### config.mk
export PLATFORM = sky130hd
export DESIGN_NAME = atf_ack_codec
export DESIGN_NICKNAME = d
export VERILOG_FILES = /design/src/hdl/atf_rx_decode.v /design/src/hdl/atf_ack_codec.v
export VERILOG_INCLUDE_DIRS = /design/src /design/src/pkg
export SDC_FILE = /design/constraint.sdc
export NUM_CORES = 1
export LEC_CHECK = 0
export ABC_AREA = 1
export BUFFER_PORTS_ARGS = -buffer_cell sky130_fd_sc_hd__buf_2
export CAP_MARGIN = 20
export CORE_AREA = 2 2 107 109
export CTS_BUF_LIST = sky130_fd_sc_hd__clkbuf_4 sky130_fd_sc_hd__clkbuf_8 sky130_fd_sc_hd__clkbuf_16
export DETAILED_ROUTE_END_ITERATION = 7
export DIE_AREA = 0 0 109 111
export GPL_TIMING_DRIVEN = 0
export PLACE_DENSITY = 0.81
export SLEW_MARGIN = 20
export SYNTH_ARGS = -nofsm -noshare
export SYNTH_HDL_FRONTEND = slang
export SYNTH_SLANG_ARGS = --single-unit
export TNS_END_PERCENT = 50
### constraint.sdc
create_clock -name pclk -period 2.8 [get_ports pclk]
set_input_delay 0.28 -clock pclk [delete_from_list [all_inputs] [get_ports pclk]]
set_output_delay 0.28 -clock pclk [all_outputs]
set_load 0.03 [all_outputs]
### src/pkg/atf_defines.vh
`ifndef ATF_DEFINES_VH
`define ATF_DEFINES_VH
// ---------------------------------------------------------------
// ack packet field layout (bit positions within a dword)
// ---------------------------------------------------------------
`define ATF_NUMP_LSB 16
`define ATF_NUMP_MSB 20
`define ATF_SEQ_LSB 21
`define ATF_SEQ_MSB 25
`define ATF_RSV1_LSB 26
`define ATF_RSV1_MSB 30
`define ATF_PF_BIT 31
`define ATF_SID_LSB 0
`define ATF_SID_MSB 15
`define ATF_RSV2_LSB 16
`define ATF_RSV2_MSB 23
`define ATF_SSI_BIT 24
`define ATF_WPA_BIT 25
// mask of the dword 1 bits this block owns (numP, seq, pf)
`define ATF_DW1_MASK 32'h83ff0000
// mask of the dword 2 bits this block owns (stream id, ssi, wpa)
`define ATF_DW2_MASK 32'h0300ffff
// ---------------------------------------------------------------
// apb register byte offsets
// ---------------------------------------------------------------
`define ATF_REG_CTRL 12'h000
`define ATF_REG_STATUS 12'h004
`define ATF_REG_RXF 12'h008
`define ATF_REG_RXS 12'h00c
`define ATF_REG_TXF 12'h010
// ---------------------------------------------------------------
// control register fields and reset value
// ---------------------------------------------------------------
`define ATF_CTRL_SSP 0
`define ATF_CTRL_STREAMS 1
`define ATF_CTRL_SMART 2
`define ATF_CTRL_ISO 3
`define ATF_CTRL_DIRIN 4
`define ATF_CTRL_BURST_LSB 8
`define ATF_CTRL_BURST_MSB 12
`define ATF_CTRL_RST 13'h0000
// ---------------------------------------------------------------
// status register fields
// ---------------------------------------------------------------
`define ATF_ST_INVALID 0
`define ATF_ST_NUMP_OVER 1
`define ATF_ST_TX_SID_ERR 2
`define ATF_ST_WAIT_PING 3
`define ATF_ST_LP_HINT 4
`define ATF_ST_SMART_VALID 5
`endif

### src/hdl/atf_rx_decode.v
`timescale 1ns/1ns
`default_nettype none
`include "atf_defines.vh"

// ---------------------------------------------------------------
// field extraction and checks for a received ack packet
// ---------------------------------------------------------------
module atf_rx_decode (
  // received dwords
  input wire [31:0] dw1,
  input wire [31:0] dw2,
  // endpoint context
  input wire ssp_mode,
  input wire stream_pipe,
  input wire smart_iso_en,
  input wire iso_out,
  input wire lpf,
  input wire [4:0] max_burst,
  // decoded fields
  output wire [4:0] nump,
  output wire [4:0] seq_num,
  output wire pf,
  output wire [15:0] stream_id,
  output wire ssi,
  output wire wpa,
  // checks
  output wire invalid,
  output wire nump_over,
  output wire smart_valid
);
  // reserved gaps are never looked at, only owned fields are sliced
  assign nump = dw1[`ATF_NUMP_MSB:`ATF_NUMP_LSB];
  assign seq_num = dw1[`ATF_SEQ_MSB:`ATF_SEQ_LSB];
  // pf is reserved outside superspeedplus, so it is masked off
  assign pf = ssp_mode & dw1[`ATF_PF_BIT];
  // stream id only means something on a stream pipe
  assign stream_id = stream_pipe ? dw2[`ATF_SID_MSB:`ATF_SID_LSB] : 16'h0000;
  // deprecated flags read as zero unless legacy smart iso is enabled
  assign ssi = smart_iso_en & dw2[`ATF_SSI_BIT];
  assign wpa = smart_iso_en & dw2[`ATF_WPA_BIT];
  // zero stream id on a stream pipe makes the packet invalid
  assign invalid = stream_pipe & (dw2[`ATF_SID_MSB:`ATF_SID_LSB] == 16'h0000);
  // buffer count above the endpoint's burst size
  assign nump_over = (nump > max_burst);
  // on iso out, the related fields count only with ssi set and lpf clear
  assign smart_valid = iso_out & ssi & ~lpf;
endmodule // atf_rx_decode
`default_nettype wire

### src/hdl/atf_ack_codec.v
`timescale 1ns/1ns
`default_nettype none
`include "atf_defines.vh"

// Overview of operation
// - numP counts buffers, capped at max burst on transmit; a received numP above it is flagged, not capped
// - seq num names next expected packet
// - pf reserved in superspeed mode
// - superspeedplus pf only when notification follows
// - stream pipe carries stream id 1..65535
// - zero stream id on stream pipe invalid
// - non-stream pipes treat stream id reserved
// - stream id sent zero without streams
// - ssi and wpa treated as reserved; received ssi and wpa are decoded when legacy smart iso is enabled
// - iso out: fields valid only ssi, no lpf
// - after lpf, ignore ssi, await ping
// - ssi hints link may enter low power
module atf_ack_codec #(
  parameter NUMP_W = 5,
  parameter SID_W = 16
) (
  // clock and reset
  input wire pclk,
  input wire presetn,
  // apb slave
  input wire psel,
  input wire penable,
  input wire pwrite,
  input wire [11:0] paddr,
  input wire [31:0] pwdata,
  output wire [31:0] prdata,
  output wire pready,
  output wire pslverr,
  // receive side: ack packet dwords from the link layer
  input wire rx_valid,
  input wire [31:0] rx_dw1,
  input wire [31:0] rx_dw2,
  input wire rx_lpf,
  // transmit side: request to build an ack packet
  input wire tx_req,
  input wire [NUMP_W-1:0] tx_nump,
  input wire [4:0] tx_seq,
  input wire [SID_W-1:0] tx_sid,
  input wire notify_next,
  output reg tx_valid_q,
  output reg [31:0] tx_dw1_q,
  output reg [31:0] tx_dw2_q,
  // iso in power events
  input wire dp_lpf_sent,
  input wire ping_rx,
  // decoded receive fields
  output reg rx_done_q,
  output reg rx_invalid_q,
  output reg [NUMP_W-1:0] rx_nump_q,
  output reg [4:0] rx_seq_q,
  output reg rx_pf_q,
  output reg [SID_W-1:0] rx_sid_q,
  output reg rx_wpa_q,
  output reg rx_smart_valid_q,
  // link power hints
  output reg wait_ping_q,
  output reg lp_hint_q
);
  // ---------------------------------------------------------------
  // control register
  // ---------------------------------------------------------------
  reg [12:0] ctrl_q; // mode and endpoint context
  wire ssp_mode = ctrl_q[`ATF_CTRL_SSP]; // superspeedplus operation
  wire streams_en = ctrl_q[`ATF_CTRL_STREAMS]; // bulk endpoint with streams
  wire smart_en = ctrl_q[`ATF_CTRL_SMART]; // legacy smart iso decode
  wire ep_iso = ctrl_q[`ATF_CTRL_ISO]; // isochronous endpoint
  wire ep_in = ctrl_q[`ATF_CTRL_DIRIN]; // in direction
  wire [4:0] max_burst = ctrl_q[`ATF_CTRL_BURST_MSB:`ATF_CTRL_BURST_LSB];
  wire iso_out = ep_iso & ~ep_in; // iso out endpoint
  wire iso_in = ep_iso & ep_in; // iso in endpoint

  // ---------------------------------------------------------------
  // apb decode
  // ---------------------------------------------------------------
  wire acc = psel & penable; // access phase, zero wait states
  wire wr = acc & pwrite; // write strobe
  wire hit_ctrl = (paddr == `ATF_REG_CTRL);
  wire hit_st = (paddr == `ATF_REG_STATUS);
  wire hit_rxf = (paddr == `ATF_REG_RXF);
  wire hit_rxs = (paddr == `ATF_REG_RXS);
  wire hit_txf = (paddr == `ATF_REG_TXF);
  wire mapped = hit_ctrl | hit_st | hit_rxf | hit_rxs | hit_txf;

  assign pready = 1'b1; // every access completes in its first access cycle
  assign pslverr = acc & ~mapped; // unmapped offsets answer with an error

  // control register write
  always @(posedge pclk or negedge presetn) begin
    if (!presetn) begin
      ctrl_q <= `ATF_CTRL_RST;
    end else if (wr && hit_ctrl) begin
      ctrl_q <= pwdata[12:0];
    end
  end

  // ---------------------------------------------------------------
  // receive decode
  // ---------------------------------------------------------------
  wire [4:0] dec_nump; // numP field
  wire [4:0] dec_seq; // seq num field
  wire dec_pf; // pf after mode masking
  wire [15:0] dec_sid; // stream id after pipe masking
  wire dec_ssi; // ssi after legacy masking
  wire dec_wpa; // wpa after legacy masking
  wire dec_invalid; // zero stream id on stream pipe
  wire dec_over; // numP above burst size
  wire dec_smart; // smart iso fields meaningful

  // on iso out the decoder drops the smart iso fields when ssi comes beside lpf
  atf_rx_decode u_dec (
    .dw1(rx_dw1),
    .dw2(rx_dw2),
    .ssp_mode(ssp_mode),
    .stream_pipe(streams_en),
    .smart_iso_en(smart_en),
    .iso_out(iso_out),
    .lpf(rx_lpf),
    .max_burst(max_burst),
    .nump(dec_nump),
    .seq_num(dec_seq),
    .pf(dec_pf),
    .stream_id(dec_sid),
    .ssi(dec_ssi),
    .wpa(dec_wpa),
    .invalid(dec_invalid),
    .nump_over(dec_over),
    .smart_valid(dec_smart)
  );

  // wait for ping after lpf drops ssi from consideration on iso in
  wire ssi_heard = dec_ssi & ~(iso_in & wait_ping_q);

  // capture decoded fields, one-cycle done pulse per packet
  always @(posedge pclk or negedge presetn) begin
    if (!presetn) begin
      rx_done_q <= 1'b0;
      rx_invalid_q <= 1'b0;
      rx_nump_q <= {NUMP_W{1'b0}};
      rx_seq_q <= 5'h00;
      rx_pf_q <= 1'b0;
      rx_sid_q <= {SID_W{1'b0}};
      rx_wpa_q <= 1'b0;
      rx_smart_valid_q <= 1'b0;
    end else begin
      rx_done_q <= rx_valid;
      if (rx_valid) begin
        rx_invalid_q <= dec_invalid;
        rx_nump_q <= dec_nump[NUMP_W-1:0];
        rx_seq_q <= dec_seq;
        rx_pf_q <= dec_pf;
        rx_sid_q <= dec_sid[SID_W-1:0];
        // wpa only counts where the smart iso fields are valid
        rx_wpa_q <= dec_wpa & dec_smart & ssi_heard;
        rx_smart_valid_q <= dec_smart & ssi_heard;
      end
    end
  end

  // ---------------------------------------------------------------
  // iso power handling
  // ---------------------------------------------------------------
  // wait-for-ping: set when an iso in data packet with lpf leaves,
  // cleared by the host's ping; a set in the same cycle wins
  always @(posedge pclk or negedge presetn) begin
    if (!presetn) begin
      wait_ping_q <= 1'b0;
    end else if (iso_in && dp_lpf_sent) begin
      wait_ping_q <= 1'b1;
    end else if (ping_rx) begin
      wait_ping_q <= 1'b0;
    end
  end

  // low power hint follows the most recent ssi seen on an iso endpoint;
  // it is only a hint, the link manager decides whether to act on it
  always @(posedge pclk or negedge presetn) begin
    if (!presetn) begin
      lp_hint_q <= 1'b0;
    end else if (!ep_iso) begin
      lp_hint_q <= 1'b0;
    end else if (rx_valid && !(iso_in && wait_ping_q)) begin
      lp_hint_q <= dec_ssi;
    end
  end

  // ---------------------------------------------------------------
  // transmit builder
  // ---------------------------------------------------------------
  wire [4:0] req_nump = tx_nump[4:0]; // requested buffer count
  // never advertise more buffers than the burst size allows
  wire [4:0] cap_nump = (req_nump > max_burst) ? max_burst : req_nump;
  // pf only in superspeedplus and only with a notification queued
  wire tx_pf = ssp_mode & notify_next;
  // stream id forced to zero when the endpoint has no streams
  wire [15:0] tx_sid_eff = streams_en ? tx_sid[15:0] : 16'h0000;
  // a zero id on a stream pipe would be rejected by the host
  wire tx_sid_bad = tx_req & streams_en & (tx_sid[15:0] == 16'h0000);
  reg [31:0] dw1_d; // next dword 1
  reg [31:0] dw2_d; // next dword 2

  // assemble owned fields over an all-zero word
  always @* begin
    dw1_d = 32'h00000000;
    dw2_d = 32'h00000000;
    dw1_d[`ATF_NUMP_MSB:`ATF_NUMP_LSB] = cap_nump;
    dw1_d[`ATF_SEQ_MSB:`ATF_SEQ_LSB] = tx_seq;
    dw1_d[`ATF_PF_BIT] = tx_pf;
    dw2_d[`ATF_SID_MSB:`ATF_SID_LSB] = tx_sid_eff;
    // ssi and wpa stay zero: deprecated, sent as reserved
    dw2_d[`ATF_SSI_BIT] = 1'b0;
    dw2_d[`ATF_WPA_BIT] = 1'b0;
  end

  // register the packet, one-cycle valid per request
  always @(posedge pclk or negedge presetn) begin
    if (!presetn) begin
      tx_valid_q <= 1'b0;
      tx_dw1_q <= 32'h00000000;
      tx_dw2_q <= 32'h00000000;
    end else begin
      tx_valid_q <= tx_req;
      if (tx_req) begin
        tx_dw1_q <= dw1_d & `ATF_DW1_MASK;
        tx_dw2_q <= dw2_d & `ATF_DW2_MASK;
      end
    end
  end

  // ---------------------------------------------------------------
  // sticky status flags
  // ---------------------------------------------------------------
  reg st_invalid_q; // an invalid packet was received
  reg st_over_q; // a received numP exceeded the burst size
  reg st_sid_err_q; // a transmit request had a zero stream id
  wire clr_st = wr & hit_st; // write-one-to-clear strobe
  wire set_inv = rx_valid & dec_invalid;
  wire set_over = rx_valid & dec_over;
  wire set_sid = tx_sid_bad;

  // set beats clear so an event in the clearing cycle is kept
  always @(posedge pclk or negedge presetn) begin
    if (!presetn) begin
      st_invalid_q <= 1'b0;
      st_over_q <= 1'b0;
      st_sid_err_q <= 1'b0;
    end else begin
      st_invalid_q <= set_inv | (st_invalid_q & ~(clr_st & pwdata[`ATF_ST_INVALID]));
      st_over_q <= set_over | (st_over_q & ~(clr_st & pwdata[`ATF_ST_NUMP_OVER]));
      st_sid_err_q <= set_sid | (st_sid_err_q & ~(clr_st & pwdata[`ATF_ST_TX_SID_ERR]));
    end
  end

  // ---------------------------------------------------------------
  // read data
  // ---------------------------------------------------------------
  reg [31:0] rd_d; // selected read word

  // reserved bits read as zero, except control bits 7:5, which read back as written
  always @* begin
    rd_d = 32'h00000000;
    if (hit_ctrl) begin
      rd_d[12:0] = ctrl_q;
    end else if (hit_st) begin
      rd_d[`ATF_ST_INVALID] = st_invalid_q;
      rd_d[`ATF_ST_NUMP_OVER] = st_over_q;
      rd_d[`ATF_ST_TX_SID_ERR] = st_sid_err_q;
      rd_d[`ATF_ST_WAIT_PING] = wait_ping_q;
      rd_d[`ATF_ST_LP_HINT] = lp_hint_q;
      rd_d[`ATF_ST_SMART_VALID] = rx_smart_valid_q;
    end else if (hit_rxf) begin
      // last received fields at their packet positions
      rd_d[`ATF_NUMP_LSB+NUMP_W-1:`ATF_NUMP_LSB] = rx_nump_q;
      rd_d[`ATF_SEQ_MSB:`ATF_SEQ_LSB] = rx_seq_q;
      rd_d[`ATF_PF_BIT] = rx_pf_q;
    end else if (hit_rxs) begin
      rd_d[SID_W-1:0] = rx_sid_q;
      rd_d[`ATF_WPA_BIT] = rx_wpa_q;
    end else if (hit_txf) begin
      rd_d = tx_dw1_q;
    end else begin
      rd_d = 32'h00000000;
    end
  end

  // read data is combinational from registers, valid in the access cycle
  assign prdata = (acc && !pwrite) ? rd_d : 32'h00000000;
endmodule // atf_ack_codec
`default_nettype wire

==> impl_metrics.toml <==
[run_status]
status = "completed"

[critical_path]
critical_path_class = "primary input to output port"
cp_common_cell = "buf_2"
endpoint_kind = "output port"
required_ns = 2.52
rr_worst_depth = 11
worstPathArrival_ns = 1.72
rrSetupSlack_ns = 1.06
cpMaxStageDelayCell = "nor2_1"
cp-start-kind = "primary input"
rr_startpoint = "ctrl_q[12]"
crit_chain = "buf_2, nand2_1, nor2_1, nand3_1, buf_2, a21oi_1, buf_2"
r2r_end = "tx_dw1_q[16]"
path_max_fanout = 10
critical-path-max-stage-delay_ns = 0.49

[floorplan]
core_um2 = 11100
die_w_um = 109
start_util = 0.406
die_area_um2 = 12100
die_y_um = 111
ios = 277
num_rows = 39

[pwr]
power.total_mw = 2.86
power.density_nw_per_um2 = 470
ir_drop_v = 0.000350
leakage_nw = 3.65

[timing]
worst_pin_slew_ns = 0.646
slew_headroom = 0.568
rsz0062_at_grt = "false"
fmax_mhz = 501
setup_viol = 0
final-max-slew-violation-count = 0
finalHoldViolCount = 0
fin_skew_ns = 0.00745
min_period_ns = 2.00
min_period_over_period = 0.713
tns_ns = 0

[global_route]
grt_pass1_vias = 4097
antenna_found_initial = 1
grt_max_degree = 42
grt.overflow.total = 0
grt_pass1_wl_mm = 20.9
grt_usage = 0.226

[worst_hold_path]
holdCritStartpoint = "tx_req"
worstHoldPathType = "primary input to register"
hold_path_end = "tx_valid_q"
hold_depth = 1

[routing]
routed_wl_mm = 13.6
via_count = 4539
drc = 0
wl_per_cell_um = 14.1
vias_per_cell = 4.69
ant_nets = 0
drtIter0Drc = 305
drtPass1Iterations = 5

[synth]
yosysUniqueCellTypes = 29
ys_seq_elements = 77
synth_area_um2 = 4490
yosysWarnings = 0
ys_async_sr_fraction = 1.00
syn_avg_cell_area_um2 = 7.65
yosysSeqAreaShare = 0.429
synthFlopType = "dfrtp_1"
synth_enable_flop_cells = 0
synthCells = 587

[placed_design]
portBuffers = 179
globalplace.congestion = 0.845
hpwlAfterDp_mm = 10.9

[cts]
clkLatencyLatePin_ns = 0.33
cts_root_buf = "clkbuf_16"
cts_max_level = 3
cts_tree = "yes"
clkTransAtPathRegs_ns = 0.05
postCtsSetupBuffers = 0
cts_made_buffers = 9
cts_buffer_depth = 2
clock_sinks = 77

[cells_and_area]
n_fill_cell = 1071
final_net_count = 975
n_antenna_cell = 0
synthToLayoutAreaGrowth_pct = 35.2
layout-drive-gt1-share = 0.332

[flow_run]
drv_cap = 0
-- synthesized netlist by cell type, types with 4 or more instances --
master    instances  area share
a21oi_1          21       0.023
inv_1            61       0.051
buf_2             4      0.0045
nor4_1            4      0.0056
ha_1             10       0.028
clkbuf_1         10      0.0084
nor2_1           14       0.012
nand3_1          74       0.082
buf_4            44       0.074
a21oi_2           5      0.0097
nor3_1            4      0.0045
nand4_1           7      0.0097
o21ai_0          24       0.027
dfrtp_1          77        0.43
nor2_2            4      0.0056
nor2_4            7       0.018
nand2_1         194        0.16
-- cell usage in the layout (no fill, tap or decap), types with 2 or more instances in the layout --
cell type | Yosys | routed
nand3_1 | 74 | 74
bufinv_16 | 0 | 2
nor3_4 | 3 | 3
buf_1 | 3 | 3
nor2_2 | 4 | 4
clkbuf_1 | 10 | 10
buf_6 | 3 | 3
a21oi_1 | 21 | 21
buf_4 | 44 | 45
nand2_4 | 3 | 3
nor3_1 | 4 | 4
conb_1 | 2 | 43
nand2_1 | 194 | 194
nor4_1 | 4 | 4
nor2_1 | 14 | 14
nand4_1 | 7 | 7
dfrtp_1 | 77 | 77
nor2_4 | 7 | 7
buf_2 | 4 | 182
clkbuf_4 | 0 | 3
o21ai_2 | 3 | 3
clkbuf_16 | 0 | 9
ha_1 | 10 | 10
a21oi_2 | 5 | 5
inv_1 | 61 | 61
o21ai_0 | 24 | 24
-- per-layer routing --
layer | GRT usage | up-vias | part of all wire
li1 | - | 2258 | -
met1 | 0.303 | 2075 | 0.43
met2 | 0.361 | 189 | 0.47
met3 | 0.0470 | 17 | 0.080
met4 | 0.0735 | 0 | 0.018
met5 | 0 | - | 0
-- area by class of cell --
type                       instances  area [um^2]  share of cell area
multi-input combinational        425         2050               0.338
sequential                        77         1930               0.317
timing repair buffer             181          928               0.153
buffer                            64          433              0.0713
clock buffer                      12          248              0.0408
inverter                          62          233              0.0383
tap                              143          179              0.0295
clock inverter                     4         72.6              0.0119
-- report_power, final --
part	switching (mW)	leakage, nW	internal (mW)	total (mW)
clock	0.440	0.157	0.809	1.25
combinational	0.293	2.49	0.144	0.436
sequential	0.0271	1.01	1.14	1.17
-- registers in the layout (all words and copies together), names as in the netlist --
register / count
ctrl_q: 13
lp_hint_q: 1
rx_done_q: 1
rx_invalid_q: 1
rx_nump_q: 5
rx_pf_q: 1
rx_seq_q: 5
rx_sid_q: 16
rx_smart_valid_q: 1
rx_wpa_q: 1
st_invalid_q: 1
st_over_q: 1
st_sid_err_q: 1
tx_dw1_q: 11
tx_dw2_q: 16
tx_valid_q: 1
wait_ping_q: 1
-- kinds of logic (layout without fill, tap and decap cells) --
family | Yosys count | count (layout) | share of synthesized area
AOI/OAI and AO/OA | 55 | 55 | 0.0691
other | 2 | 43 | 0.00167
DFF | 77 | 77 | 0.429
buffers and inverters | 126 | 323 | 0.148
and+or+nand+nor | 317 | 317 | 0.324
adders and majority gates | 10 | 10 | 0.0279
-- worst max-delay path, delay by kind of cell --
kind                   cells  cell delay (ns)
AO/OA/AOI/OAI              1             0.16
buffers and inverters      3             0.52
AND/OR/NAND/NOR            3             0.75
-- how the worst max path moves through the flow --
stage	start	to	slack (ns)
2_1_floorplan	paddr[4]	prdata[8]	1.04
3_3_place_gp	paddr[1]	prdata[14]	0.79
6_report	psel	prdata[22]	0.80
4_1_cts	psel	prdata[22]	0.79
3_5_place_dp	psel	prdata[22]	0.79
5_1_grt	psel	prdata[16]	0.65
-- stage by stage --
stage               area [um^2]   util  setup slack, ns  instances  hold slack [ns]
detailed placement         5740  0.518            0.788        951            0.291
global placement           5720  0.516            0.793        950            0.434
CTS                        6070  0.548            0.787        968           0.0868
floorplan                  4650      -             1.04        628          -0.0156
global route               6070  0.548            0.653        968            0.101
finish                     6070  0.548            0.803        968           0.0980
-- what timing repair did --
action,4_1_cts,5_1_grt
hold buffers,1,0
setup endpoints to repair,0,0
resized for setup,0,0
endpoints found under the hold margin,36,0
Note: power is estimated with default switching activity, not from simulation.
